`config.mk`:
```
export PLATFORM = sky130hd
export DESIGN_NAME = dpmb_top
export DESIGN_NICKNAME = d
export VERILOG_FILES = /design/src/design/dpmb_pkg.sv /design/src/design/dpmb_top.sv /design/src/design/dpmb_host_sync.sv
export VERILOG_INCLUDE_DIRS = /design/src /design/src/design
export SDC_FILE = /design/constraint.sdc
export NUM_CORES = 1
export LEC_CHECK = 0
export ABC_AREA = 0
export BUFFER_PORTS_ARGS = -buffer_cell sky130_fd_sc_hd__buf_2
export CAP_MARGIN = 40
export CORE_ASPECT_RATIO = 0.75
export CORE_MARGIN = 2
export CORE_UTILIZATION = 40
export CTS_CLUSTER_DIAMETER = 30
export DETAILED_ROUTE_END_ITERATION = 16
export HOLD_SLACK_MARGIN = 0.1
export PLACE_DENSITY_LB_ADDON = 0.15
export SYNTH_ARGS = -nofsm -noshare
export SYNTH_HDL_FRONTEND = slang
export SYNTH_HIERARCHICAL = 1
export SYNTH_SLANG_ARGS = --single-unit
```
`constraint.sdc`:
```
create_clock -name ref_clk_i -period 9.1 [get_ports ref_clk_i]
set_input_delay 0.91 -clock ref_clk_i [delete_from_list [all_inputs] [get_ports ref_clk_i]]
set_output_delay 0.91 -clock ref_clk_i [all_outputs]
set_load 0.05 [all_outputs]
```
`src/design/dpmb_map.svh`:
```
// register addresses, field positions and reset values of the dual port mailbox
// Functional notes
// - enabled only in single-chip mode by enable bit
// - enabled mailbox takes over all host pins
// - enable bit clears on reset and hardware standby
// - first byte is two one-way registers
// - local always reaches data; host only enabled
// - disabled: data bytes are local memory, three states
// - status register clears on reset and standby
// - handshake enable both; irq enables local only
// - host writes last byte sets host write done
// - irq enable gates host write done request
// - local writes last byte sets local write done
// - handshake off or disabled: pin released
// - handshake low on owned read or last write
// - handshake released on host last or status reads, first writes
// - host read done set/cleared by first byte accesses
// - irq enable gates host read done request
// - host owns sets on host first write, free
// - host owns blocks local data writes
// - local owns sets on local first write, free
// - local owns blocks host data writes
// - select 0 status, 1 first byte, 2-15 data
`ifndef DPMB_MAP_SVH
`define DPMB_MAP_SVH
`define DPMB_ADDR_SYSCFG   16'hffc4
`define DPMB_ADDR_STATUS   16'hfff0
`define DPMB_ADDR_FIRST    16'hfff1
`define DPMB_ADDR_DATA_LO  16'hfff2
`define DPMB_ADDR_DATA_HI  16'hffff
`define DPMB_SYSCFG_EN_BIT 1
`define DPMB_SEL_STATUS    4'h0
`define DPMB_SEL_FIRST     4'h1
`define DPMB_SEL_LAST      4'hf
`define DPMB_STATUS_RESET  8'h00
`define DPMB_BIT_HWD       7
`define DPMB_BIT_HWIE      6
`define DPMB_BIT_LWD       5
`define DPMB_BIT_HSE       4
`define DPMB_BIT_HRD       3
`define DPMB_BIT_HRIE      2
`define DPMB_BIT_HOWN      1
`define DPMB_BIT_LOWN      0
`define DPMB_MEM_WAIT      2'h2
`endif

```
`src/design/dpmb_pkg.sv`:
```
// types shared by the dual port mailbox files
package dpmb_pkg;
  typedef struct packed {
    logic        rd;    // one-cycle read strobe
    logic        wr;    // one-cycle write strobe
    logic [3:0]  sel;   // register select
    logic [7:0]  wdata; // write data
  } dpmb_host_req_t;
  typedef enum logic [1:0] {
    DPMB_IDLE = 2'b00,
    DPMB_WAIT = 2'b01,
    DPMB_DONE = 2'b10
  } dpmb_bus_state_t;
endpackage

```
`src/design/dpmb_top.sv`:
```
// dual port mailbox between local processor and external host
`timescale 1ns/1ps
`default_nettype none
`include "dpmb_map.svh"
module dpmb_top
  import dpmb_pkg::*;
(
  // clock and reset
  input  wire logic        ref_clk_i,
  input  wire logic        rst_i,
  // operating mode
  input  wire logic        single_chip_i,
  input  wire logic        hw_standby_i,
  input  wire logic        sw_standby_i,
  // local processor bus
  input  wire logic [15:0] loc_addr_i,
  input  wire logic        loc_rd_i,
  input  wire logic        loc_wr_i,
  input  wire logic [7:0]  loc_wdata_i,
  output logic [7:0]       loc_rdata_o,
  output logic             loc_ack_o,
  // host pins
  input  wire logic        host_cs_n_i,
  input  wire logic        host_oe_n_i,
  input  wire logic        host_we_n_i,
  input  wire logic [3:0]  host_register_select_i,
  input  wire logic [7:0]  host_data_bus_i,
  output logic [7:0]       host_data_bus_o,
  output logic             host_data_bus_oe_o,
  output logic             handshake_o,
  output logic             handshake_oe_o,
  // pin ownership and interrupts
  output logic             pins_taken_o,
  output logic             host_write_done_irq_o,
  output logic             host_read_done_irq_o
);
  logic [7:0]      data_mem [1:14];   // shared data bytes
  logic [7:0]      outbound_first_byte;
  logic [7:0]      inbound_first_byte;
  logic [7:0]      status_reg;        // mailbox_status_control
  logic            mailbox_enable;    // system_config enable bit
  logic            hs_low_reg;        // handshake drive state
  logic            loc_ack_reg;
  logic [7:0]      loc_rdata_reg;
  dpmb_bus_state_t bus_state;
  logic [1:0]      wait_cnt;
  dpmb_host_req_t  hreq;
  logic            host_rd_active;
  logic            enabled;
  logic            standby;
  logic            l_rd, l_wr;        // one-cycle local strobes
  logic            l_sel_cfg, l_sel_st, l_sel_first, l_sel_data;
  logic            h_rd, h_wr;
  logic [3:0]      l_idx;

  // is the address within the mailbox data window
  function automatic logic in_data(input logic [15:0] a);
    in_data = (a >= `DPMB_ADDR_DATA_LO) && (a <= `DPMB_ADDR_DATA_HI);
  endfunction

  // data index from a host select code
  function automatic logic [3:0] sel_to_idx(input logic [3:0] s);
    sel_to_idx = s - 4'h1;
  endfunction

  dpmb_host_sync u_sync (
    .ref_clk_i   (ref_clk_i),
    .rst_i       (rst_i),
    .cs_n_i      (host_cs_n_i),
    .oe_n_i      (host_oe_n_i),
    .we_n_i      (host_we_n_i),
    .sel_i       (host_register_select_i),
    .data_i      (host_data_bus_i),
    .req_o       (hreq),
    .rd_active_o (host_rd_active)
  );

  assign standby     = hw_standby_i | sw_standby_i;
  assign enabled     = mailbox_enable & single_chip_i;
  assign h_rd        = hreq.rd & enabled;
  assign h_wr        = hreq.wr & enabled;
  assign l_sel_cfg   = (loc_addr_i == `DPMB_ADDR_SYSCFG);
  assign l_sel_st    = (loc_addr_i == `DPMB_ADDR_STATUS);
  assign l_sel_first = (loc_addr_i == `DPMB_ADDR_FIRST);
  assign l_sel_data  = in_data(loc_addr_i);
  assign l_idx       = loc_addr_i[3:0] - 4'h1;
  // local strobes fire when the bus cycle completes
  assign l_rd        = (bus_state == DPMB_DONE) && loc_rd_i;
  assign l_wr        = (bus_state == DPMB_DONE) && loc_wr_i;

  // three-state access sequencer for every mailbox byte
  always_ff @(posedge ref_clk_i or posedge rst_i) begin
    if (rst_i) begin
      bus_state <= DPMB_IDLE;
      wait_cnt  <= 2'h0;
    end else begin
      unique case (bus_state)
        DPMB_IDLE: begin
          // any mapped address starts a cycle; the ack cycle is skipped so a
          // request still held at the ack edge is not taken a second time
          if ((loc_rd_i || loc_wr_i) && !loc_ack_reg
              && (l_sel_cfg || l_sel_st || l_sel_first || l_sel_data)) begin
            bus_state <= DPMB_WAIT;
            wait_cnt  <= 2'h0;
          end
        end
        DPMB_WAIT: begin
          wait_cnt <= wait_cnt + 2'h1;
          if (wait_cnt == `DPMB_MEM_WAIT - 2'h1) begin
            bus_state <= DPMB_DONE;
          end
        end
        DPMB_DONE: begin
          bus_state <= DPMB_IDLE;
        end
      endcase
    end
  end

  // local read data and acknowledge
  always_ff @(posedge ref_clk_i or posedge rst_i) begin
    if (rst_i) begin
      loc_ack_reg   <= 1'b0;
      loc_rdata_reg <= 8'h00;
    end else begin
      loc_ack_reg <= l_rd | l_wr;
      if (l_rd) begin
        if (l_sel_cfg) begin
          loc_rdata_reg <= {6'h00, mailbox_enable, 1'b0};
        end else if (l_sel_st) begin
          loc_rdata_reg <= status_reg;
        end else if (l_sel_first) begin
          loc_rdata_reg <= inbound_first_byte;
        end else begin
          loc_rdata_reg <= data_mem[l_idx];
        end
      end
    end
  end

  // mailbox enable bit in system configuration
  always_ff @(posedge ref_clk_i or posedge rst_i) begin
    if (rst_i) begin
      mailbox_enable <= 1'b0;
    end else if (hw_standby_i) begin
      mailbox_enable <= 1'b0;
    end else if (l_wr && l_sel_cfg) begin
      mailbox_enable <= loc_wdata_i[`DPMB_SYSCFG_EN_BIT];
    end
  end

  // first byte pair: each side writes only its own direction
  always_ff @(posedge ref_clk_i) begin
    if (l_wr && l_sel_first) begin
      outbound_first_byte <= loc_wdata_i;
    end
    if (h_wr && (hreq.sel == `DPMB_SEL_FIRST)) begin
      inbound_first_byte <= hreq.wdata;
    end
  end

  // data bytes; local wins a same-cycle clash, ownership normally prevents it
  always_ff @(posedge ref_clk_i) begin
    if (l_wr && l_sel_data && !status_reg[`DPMB_BIT_HOWN]) begin
      data_mem[l_idx] <= loc_wdata_i;
    end else if (h_wr && (hreq.sel > `DPMB_SEL_FIRST) && !status_reg[`DPMB_BIT_LOWN]) begin
      data_mem[sel_to_idx(hreq.sel)] <= hreq.wdata;
    end
  end

  // status and control bits; sets placed last so a set beats a clear
  always_ff @(posedge ref_clk_i or posedge rst_i) begin
    if (rst_i) begin
      status_reg <= `DPMB_STATUS_RESET;
    end else if (standby) begin
      status_reg <= `DPMB_STATUS_RESET;
    end else begin
      // writable enables
      if (l_wr && l_sel_st) begin
        status_reg[`DPMB_BIT_HWIE] <= loc_wdata_i[`DPMB_BIT_HWIE];
        status_reg[`DPMB_BIT_HRIE] <= loc_wdata_i[`DPMB_BIT_HRIE];
        status_reg[`DPMB_BIT_HSE]  <= loc_wdata_i[`DPMB_BIT_HSE];
      end
      if (h_wr && (hreq.sel == `DPMB_SEL_STATUS)) begin
        status_reg[`DPMB_BIT_HSE] <= hreq.wdata[`DPMB_BIT_HSE];
      end
      // clears
      if (l_rd && (loc_addr_i == `DPMB_ADDR_DATA_HI)) begin
        status_reg[`DPMB_BIT_HWD] <= 1'b0;
      end
      if (h_rd && (hreq.sel == `DPMB_SEL_LAST)) begin
        status_reg[`DPMB_BIT_LWD] <= 1'b0;
      end
      if (((l_rd || l_wr) && l_sel_first) || (h_wr && (hreq.sel == `DPMB_SEL_FIRST))) begin
        status_reg[`DPMB_BIT_HRD] <= 1'b0;
      end
      if (l_rd && l_sel_first) begin
        status_reg[`DPMB_BIT_HOWN] <= 1'b0;
      end
      if (h_rd && (hreq.sel == `DPMB_SEL_FIRST)) begin
        status_reg[`DPMB_BIT_LOWN] <= 1'b0;
      end
      // sets
      if (h_wr && (hreq.sel == `DPMB_SEL_LAST) && !status_reg[`DPMB_BIT_LOWN]) begin
        status_reg[`DPMB_BIT_HWD] <= 1'b1;
      end
      if (l_wr && (loc_addr_i == `DPMB_ADDR_DATA_HI) && !status_reg[`DPMB_BIT_HOWN]) begin
        status_reg[`DPMB_BIT_LWD] <= 1'b1;
      end
      if (h_rd && (hreq.sel == `DPMB_SEL_FIRST)) begin
        status_reg[`DPMB_BIT_HRD] <= 1'b1;
      end
      // simultaneous first-byte writes: neither side gains ownership
      if (h_wr && (hreq.sel == `DPMB_SEL_FIRST) && !status_reg[`DPMB_BIT_LOWN]
          && !(l_wr && l_sel_first)) begin
        status_reg[`DPMB_BIT_HOWN] <= 1'b1;
      end
      if (l_wr && l_sel_first && !status_reg[`DPMB_BIT_HOWN]
          && !(h_wr && (hreq.sel == `DPMB_SEL_FIRST))) begin
        status_reg[`DPMB_BIT_LOWN] <= 1'b1;
      end
    end
  end

  // handshake state: release events checked before low events, high wins a tie
  always_ff @(posedge ref_clk_i or posedge rst_i) begin
    if (rst_i) begin
      hs_low_reg <= 1'b0;
    end else if (standby || !enabled || !status_reg[`DPMB_BIT_HSE]) begin
      hs_low_reg <= 1'b0;
    end else if ((h_rd && ((hreq.sel == `DPMB_SEL_LAST) || (hreq.sel == `DPMB_SEL_STATUS)))
                 || (h_wr && (hreq.sel == `DPMB_SEL_FIRST)) || (l_wr && l_sel_first)) begin
      hs_low_reg <= 1'b0;
    end else if ((l_rd && l_sel_first && status_reg[`DPMB_BIT_HOWN])
                 || (l_wr && (loc_addr_i == `DPMB_ADDR_DATA_HI))) begin
      hs_low_reg <= 1'b1;
    end
  end

  // registered pin outputs and interrupt requests
  always_ff @(posedge ref_clk_i or posedge rst_i) begin
    if (rst_i) begin
      pins_taken_o          <= 1'b0;
      handshake_o           <= 1'b0;
      handshake_oe_o        <= 1'b0;
      host_data_bus_o       <= 8'h00;
      host_data_bus_oe_o    <= 1'b0;
      host_write_done_irq_o <= 1'b0;
      host_read_done_irq_o  <= 1'b0;
    end else begin
      pins_taken_o       <= enabled;
      handshake_o        <= 1'b0;                // open drain: only ever pulls low
      handshake_oe_o     <= hs_low_reg;
      host_data_bus_oe_o <= enabled && host_rd_active;
      if (hreq.rd) begin
        unique case (hreq.sel)
          `DPMB_SEL_STATUS: host_data_bus_o <= status_reg;
          `DPMB_SEL_FIRST:  host_data_bus_o <= outbound_first_byte;
          default:          host_data_bus_o <= data_mem[sel_to_idx(hreq.sel)];
        endcase
      end
      host_write_done_irq_o <= status_reg[`DPMB_BIT_HWD] & status_reg[`DPMB_BIT_HWIE];
      host_read_done_irq_o  <= status_reg[`DPMB_BIT_HRD] & status_reg[`DPMB_BIT_HRIE];
    end
  end

  assign loc_rdata_o = loc_rdata_reg;
  assign loc_ack_o   = loc_ack_reg;
endmodule
`default_nettype wire

```
`src/design/dpmb_host_sync.sv`:
```
// host strobe synchroniser and access detector
`timescale 1ns/1ps
`default_nettype none
`include "dpmb_map.svh"
module dpmb_host_sync
  import dpmb_pkg::*;
(
  // clock and reset
  input  wire logic           ref_clk_i,
  input  wire logic           rst_i,
  // host pins
  input  wire logic           cs_n_i,
  input  wire logic           oe_n_i,
  input  wire logic           we_n_i,
  input  wire logic [3:0]     sel_i,
  input  wire logic [7:0]     data_i,
  // synchronised view
  output var dpmb_host_req_t  req_o,
  output logic                rd_active_o
);
  logic [2:0] s1_reg, s2_reg, s3_reg; // cs, oe, we stages
  logic       rd_act_reg, wr_act_reg; // filtered access levels
  logic [3:0] sel_reg;                // select captured at start
  logic       rd_lvl, wr_lvl;

  // three stage synchroniser; stage one feeds stage two only
  always_ff @(posedge ref_clk_i or posedge rst_i) begin
    if (rst_i) begin
      s1_reg <= 3'h7;
      s2_reg <= 3'h7;
      s3_reg <= 3'h7;
    end else begin
      s1_reg <= {cs_n_i, oe_n_i, we_n_i};
      s2_reg <= s1_reg;
      s3_reg <= s2_reg;
    end
  end

  // access counts only once stages two and three agree
  assign rd_lvl = (s2_reg == s3_reg) && !s2_reg[2] && !s2_reg[1];
  assign wr_lvl = (s2_reg == s3_reg) && !s2_reg[2] && !s2_reg[0];

  // edge detect: read acts at start, write at end (data settled)
  always_ff @(posedge ref_clk_i or posedge rst_i) begin
    if (rst_i) begin
      rd_act_reg <= 1'b0;
      wr_act_reg <= 1'b0;
      sel_reg    <= 4'h0;
      req_o      <= '0;
    end else begin
      req_o.rd <= 1'b0;
      req_o.wr <= 1'b0;
      if ((s2_reg == s3_reg) && (rd_lvl != rd_act_reg)) begin
        rd_act_reg <= rd_lvl;
        if (rd_lvl) begin
          req_o.rd  <= 1'b1;
          req_o.sel <= sel_i;
        end
      end
      if ((s2_reg == s3_reg) && (wr_lvl != wr_act_reg)) begin
        wr_act_reg <= wr_lvl;
        if (wr_lvl) begin
          sel_reg <= sel_i;
        end else begin
          // data and select sampled while still held by the host
          req_o.wr    <= 1'b1;
          req_o.sel   <= sel_reg;
          req_o.wdata <= data_i;
        end
      end
    end
  end

  assign rd_active_o = rd_act_reg;
endmodule
`default_nettype wire

```
==> results.py, run 1 <==
metrics = {
    "status": {
        "status": "completed",
    },
    "logic_synthesis": {
        "avgSynthCellArea_sq_um": 13.4,
        "syn_area_sq_um": 9180,
        "ys_seq_elements": 193,
        "ys_types": 58,
        "yosysWarningCount": 6,
        "synthFlopType": "edfxtp_1",
        "async_reset_ff_frac": 0.337,
        "synth_cells": 686,
        "synth_edf_count": 128,
        "syn_nets": 744,
        "yosysSeqAreaShare": 0.597,
    },
    "worst_hold_path": {
        "min_path_type": "reg -> reg",
    },
    "timing": {
        "rsz0062_at_grt": "no",
        "fin_crit_sh": 0.441,
        "max_freq_mhz": 249,
        "fin_setup_tns_ns": 0,
        "drv_slew": 0,
        "finalSetupViolations": 0,
        "fin_skew_ns": 0.0119,
        "final.setup.worst_slack_ns": 5.09,
        "hold_violations": 0,
        "tightest_slew_ns": 0.937,
        "fin_crit_ns": 4.01,
        "max-slew-margin-rel": 0.371,
    },
    "placed_design": {
        "postPlaceCellArea_sq_um": 9780,
        "numPortBuffers": 67,
        "post-dp-hpwl_um": 18300,
        "dpl_worst_slack_ns": 4.70,
        "place_inst": 1021,
        "place_congestion": 0.857,
    },
    "power": {
        "ir_drop_mv": 0.180,
        "power_w": 0.00279,
        "powerDensity_nw_per_um2": 269,
        "p_leak_nw": 3.89,
    },
    "detailed_routing": {
        "ant_nets": 0,
        "post_drt_wl_per_cell_um": 24.3,
        "drtIter0Drc": 626,
        "drt_wl_total_um": 25600,
        "vias": 6238,
        "vias_per_cell": 5.92,
        "post-route-drc-count": 0,
        "first_pass_iters": 5,
    },
    "floorplan": {
        "die_y_um": 135,
        "coreArea_sq_um": 22300,
        "start_util": 0.412,
        "die_x_um": 179,
        "boundaryPins": 69,
        "rows": 47,
        "die_area_sq_um": 24200,
    },
    "cells_and_area": {
        "final_common_cell": "edfxtp_1",
        "mostFrequentLayoutCells": "edfxtp_1, nor2_1, buf_2",
        "area_delta_synth_final_pct": 13.2,
        "antenna_cells": 0,
        "fin_area_sq_um": 10400,
        "fin_cells": 1053,
        "reg_top3": "data_mem (112), u_sync/req_o (14)",
        "largest_reg_flops": 112,
        "drive_above_1_share": 0.242,
        "top_register": "data_mem",
        "fin_nets": 804,
    },
    "global_routing": {
        "grt_max_degree": 49,
        "overflow": 0,
        "grt_usage": 0.223,
        "grt_pass1_wl_um": 39000,
        "grt_pass1_vias": 6344,
        "antenna_found_initial": 0,
    },
    "job": {
        "maxCapViolCount": 0,
    },
    "cts": {
        "cts-resized-gates": 0,
        "clockBufferDepth": 2,
        "cts_made_buffers": 17,
        "cts_setup_buffers": 0,
        "clock-sinks": 193,
        "htreeDepth": 4,
        "clk_pin_slew_ns": 0.07,
        "cts_hold_buf": 0,
        "cts-root-buf": "clkbuf_16",
        "cts_tree": "done",
        "clk_latency_ns": 0.44,
    },
    "worst_setup_path": {
        "critPathCaptureType": "register",
        "crit_required_ns": 9.17,
        "critPathLaunchType": "input port",
        "path_class": "in -> reg",
        "cp.arrival_ns": 4.08,
        "worstPathMaxFanout": 39,
    },
}
[kinds of logic after synthesis]
logic type,count (synthesis),share of synthesized area
other,1,0.000409
AOI/OAI and AO/OA,146,0.106
buffers and inverters,54,0.0281
and+or+nand+nor,175,0.0888
xor gates and xnor gates,10,0.0112
muxes,95,0.152
adders and majority gates,12,0.0164
DFF,193,0.597
[cell type report]
class	count	area [sq um]
Fill cell	1960	11900
Sequential cell	193	5480
Multi-Input combinational cell	439	3440
Clock buffer	20	468
Timing Repair Buffer	80	440
Tap cell	294	368
Clock inverter	12	134
Inverter	15	56.3
[Yosys cell counts, drive strengths merged (18+ instances only)]
cell type    n  share of area
mux2i       40          0.044
buf         21          0.015
nand2       41          0.017
a31oi       19          0.013
nor2        75          0.031
clkbuf      18         0.0074
a211oi      27          0.022
a21oi       24          0.013
dfrtp       56           0.15
o21ai       30          0.016
mux4        32          0.079
edfxtp     128           0.42
mux2        23          0.030
[stage by stage]
| stage | hold WS, ns | util |
|---|---|---|
| 3_3_place_gp | 0.346 | 0.438 |
| 4_1_cts | 0.358 | 0.466 |
| 6_report | 0.358 | 0.466 |
| 3_5_place_dp | 0.347 | 0.439 |
| 2_1_floorplan | 0.345 | - |
| 5_1_grt | 0.364 | 0.466 |
[worst paths after layout]
kind                                            start                           to  slack (ns)  depth (start not counted)
max                                     loc_addr_i[0]     data_mem[9][5]$_DFFE_PP_        5.09                         10
min                        u_sync/s1_reg[2]$_DFF_PP1_   u_sync/s2_reg[2]$_DFF_PP1_        0.36                          0
max reg2reg                 u_sync/req_o[8]$_DFF_PP0_     data_mem[9][5]$_DFFE_PP_        5.24                          9
min reg2reg                u_sync/s1_reg[2]$_DFF_PP1_   u_sync/s2_reg[2]$_DFF_PP1_        0.36                          0
max in group asynchronous                       rst_i   u_sync/s1_reg[1]$_DFF_PP1_        7.98                          3
min in group asynchronous                       rst_i  u_sync/req_o[2]$_DFFE_PP0P_        0.52                          2
[layer usage]
layer  wire (um)  track usage  vias to the layer above
li1            -            -                     2763
met1       11700        0.329                     3174
met2       11400        0.327                      272
met3        2060       0.0519                       29
met4         435       0.0664                        0
met5           0            0                        -
[power breakdown]
group          switching, W  internal (W)
Sequential        0.0000873       0.00101
Clock              0.000363      0.000413
Combinational      0.000578      0.000339
[worst max-delay path, stage by stage]
cell	delay, ns
buf_2	0.08
buf_4	0.53
inv_1	0.32
ha_1	0.28
nor4_1	0.28
nor2_1	0.16
and3_1	0.28
nor4_1	0.30
a31oi_1	0.16
nor2_1	0.73
No activity file was read; power rests on OpenSTA's default activity.
==> run 2: changes to the inputs <==
clock period = 4.1 ns   (was 9.1 ns; I/O delays follow)
==> run 2 against run 1 <==
Effect of this change:
- sequential power up 120%
- clock power up 110%
- core utilization about the same
- flip-flop and latch count unchanged
- cell area about the same
- non-clock buffer count up 3
- global-route usage down 0.94 points
- routed wire length down 3.6%
- critical path type is now reg -> reg
==> results.py, run 2 (same netlist as run 1, synthesis figures left out) <==
metrics = {
    "floorplan": {
        "die_x_um": 179,
        "coreArea_sq_um": 22300,
        "rows": 47,
        "boundaryPins": 69,
        "die_area_sq_um": 24200,
        "start_util": 0.412,
        "die_y_um": 135,
    },
    "cells_and_area": {
        "top_register": "data_mem",
        "fin_nets": 807,
        "largest_reg_flops": 112,
        "nFillCells": 1967,
        "mostFrequentLayoutCells": "edfxtp_1, nor2_1, buf_2",
        "final_common_cell": "edfxtp_1",
        "antenna_cells": 0,
        "area_delta_synth_final_pct": 13.1,
        "reg_top3": "data_mem (112), u_sync/req_o (14)",
        "fin_cells": 1056,
        "drive_above_1_share": 0.239,
    },
    "status": {
        "status": "completed",
    },
    "worst_setup_path": {
        "critPathCaptureType": "register",
        "cp.arrival_ns": 3.28,
        "worstReg2RegEnd": "data_mem[9][5]$_DFFE_PP_",
        "critPathLaunchType": "register",
        "worst_r2r_path_depth": 8,
        "crit_path_start": "u_sync/req_o[8]$_DFF_PP0_",
        "path_class": "reg -> reg",
        "crit_required_ns": 4.16,
        "worstPathMaxFanout": 20,
        "r2r_slack_ns": 0.87,
        "r2r_start": "u_sync/req_o[8]$_DFF_PP0_",
    },
    "placed_design": {
        "place_inst": 1020,
        "place_congestion": 0.907,
        "numPortBuffers": 67,
        "dpl_worst_slack_ns": 0.840,
        "post-dp-hpwl_um": 18200,
    },
    "timing": {
        "fin_skew_ns": 0.0141,
        "tightest_slew_ns": 0.940,
        "max_freq_mhz": 310,
        "fin_crit_ns": 3.23,
        "max-slew-margin-rel": 0.371,
        "fin_crit_sh": 0.787,
        "finalSetupViolations": 0,
        "hold_violations": 0,
        "drv_slew": 0,
        "fin_setup_tns_ns": 0,
        "final.setup.worst_slack_ns": 0.874,
        "rsz0062_at_grt": "no",
    },
    "detailed_routing": {
        "ant_nets": 0,
        "vias_per_cell": 5.79,
        "drt_wl_total_um": 24700,
        "drtIter0Drc": 587,
        "vias": 6116,
        "first_pass_iters": 5,
        "post-route-drc-count": 0,
        "post_drt_wl_per_cell_um": 23.4,
    },
    "global_routing": {
        "grt_usage": 0.213,
        "grt_pass1_vias": 6084,
        "overflow": 0,
        "grt_pass1_wl_um": 37100,
        "antenna_found_initial": 0,
        "grt_max_degree": 44,
    },
    "cts": {
        "cts-root-buf": "clkbuf_16",
        "cts-resized-gates": 0,
        "clockBufferDepth": 2,
        "cts_setup_buffers": 0,
        "cts_made_buffers": 17,
        "clock-sinks": 193,
        "clk_pin_slew_ns": 0.08,
        "cts_tree": "done",
        "clk_latency_ns": 0.44,
        "htreeDepth": 4,
    },
    "worst_hold_path": {
        "min_from": "hw_standby_i",
        "hold_depth": 2,
        "min_path_type": "in -> reg",
        "hold_end": "mailbox_enable$_DFFE_PP0P_",
    },
    "power": {
        "p_clk_frac": 0.265,
        "intPower_w": 0.00387,
        "swShare": 0.360,
        "power_w": 0.00604,
        "ir_drop_mv": 0.427,
        "seq_power_share": 0.398,
        "powerDensity_nw_per_um2": 582,
        "power.share.combinational": 0.338,
        "p_sw_w": 0.00217,
        "p_leak_nw": 3.88,
    },
    "job": {
        "maxCapViolCount": 0,
    },
}
run 2: final cells by class:
type / count / area [sq um] / share of cell area
Clock buffer: 23 / 493 / 0.0475
Multi-Input combinational cell: 439 / 3440 / 0.331
Inverter: 15 / 56.3 / 0.00543
Clock inverter: 9 / 66.3 / 0.00639
Timing Repair Buffer: 83 / 473 / 0.0456
Tap cell: 294 / 368 / 0.0355
Sequential cell: 193 / 5480 / 0.528
run 2: power by group through the flow:
stage	Sequential [W]	Clock, W	Combinational (W)
6_report	0.00240	0.00160	0.00204
2_1_floorplan	0.00257	0	0.00136
5_1_grt	0.00243	0.00171	0.00222
3_5_place_dp	0.00244	0	0.00202
3_3_place_gp	0.00244	0	0.00199
4_1_cts	0.00240	0.00163	0.00203
run 2: worst max-delay path by stage:
stage                                           to  slack, ns  cells after the start
after global placement    data_mem[9][5]$_DFFE_PP_       0.95                      8
final                     data_mem[9][5]$_DFFE_PP_       0.87                      8
after global routing      data_mem[9][5]$_DFFE_PP_       0.51                      8
after CTS                 data_mem[9][5]$_DFFE_PP_       0.84                      8
after detailed placement  data_mem[9][6]$_DFFE_PP_       0.84                      8
after floorplan           data_mem[1][0]$_DFFE_PP_       0.93                     10
run 2: repair_timing:
item	CTS	global route
endpoints found under the setup margin	0	0
hold endpoints to repair	39	0
hold buffers	4	0
run 2: routing by layer:
| layer | track usage | vias up | share of wire |
|---|---|---|---|
| met5 | 0 | - | 0 |
| met4 | 0.0411 | 0 | 0.010 |
| met3 | 0.0676 | 19 | 0.087 |
| met2 | 0.310 | 222 | 0.44 |
| met1 | 0.316 | 3107 | 0.46 |
| li1 | - | 2768 | - |
run 2: per-stage QoR:
stage	hold WS, ns	cell area, sq um	utilization
2_1_floorplan	0.345	9180	-
3_3_place_gp	0.346	9760	0.438
3_5_place_dp	0.349	9780	0.439
4_1_cts	0.112	10400	0.466
5_1_grt	0.118	10400	0.466
6_report	0.126	10400	0.466
run 2: critical path, cell delays in order (launching register included):
cell	delay, ns
dfrtp_2	0.37
buf_4	0.33
ha_1	0.25
nor2_1	0.05
o31ai_1	0.51
a31oi_1	0.28
nor3_1	0.22
a31oi_1	0.15
nor2_1	0.70
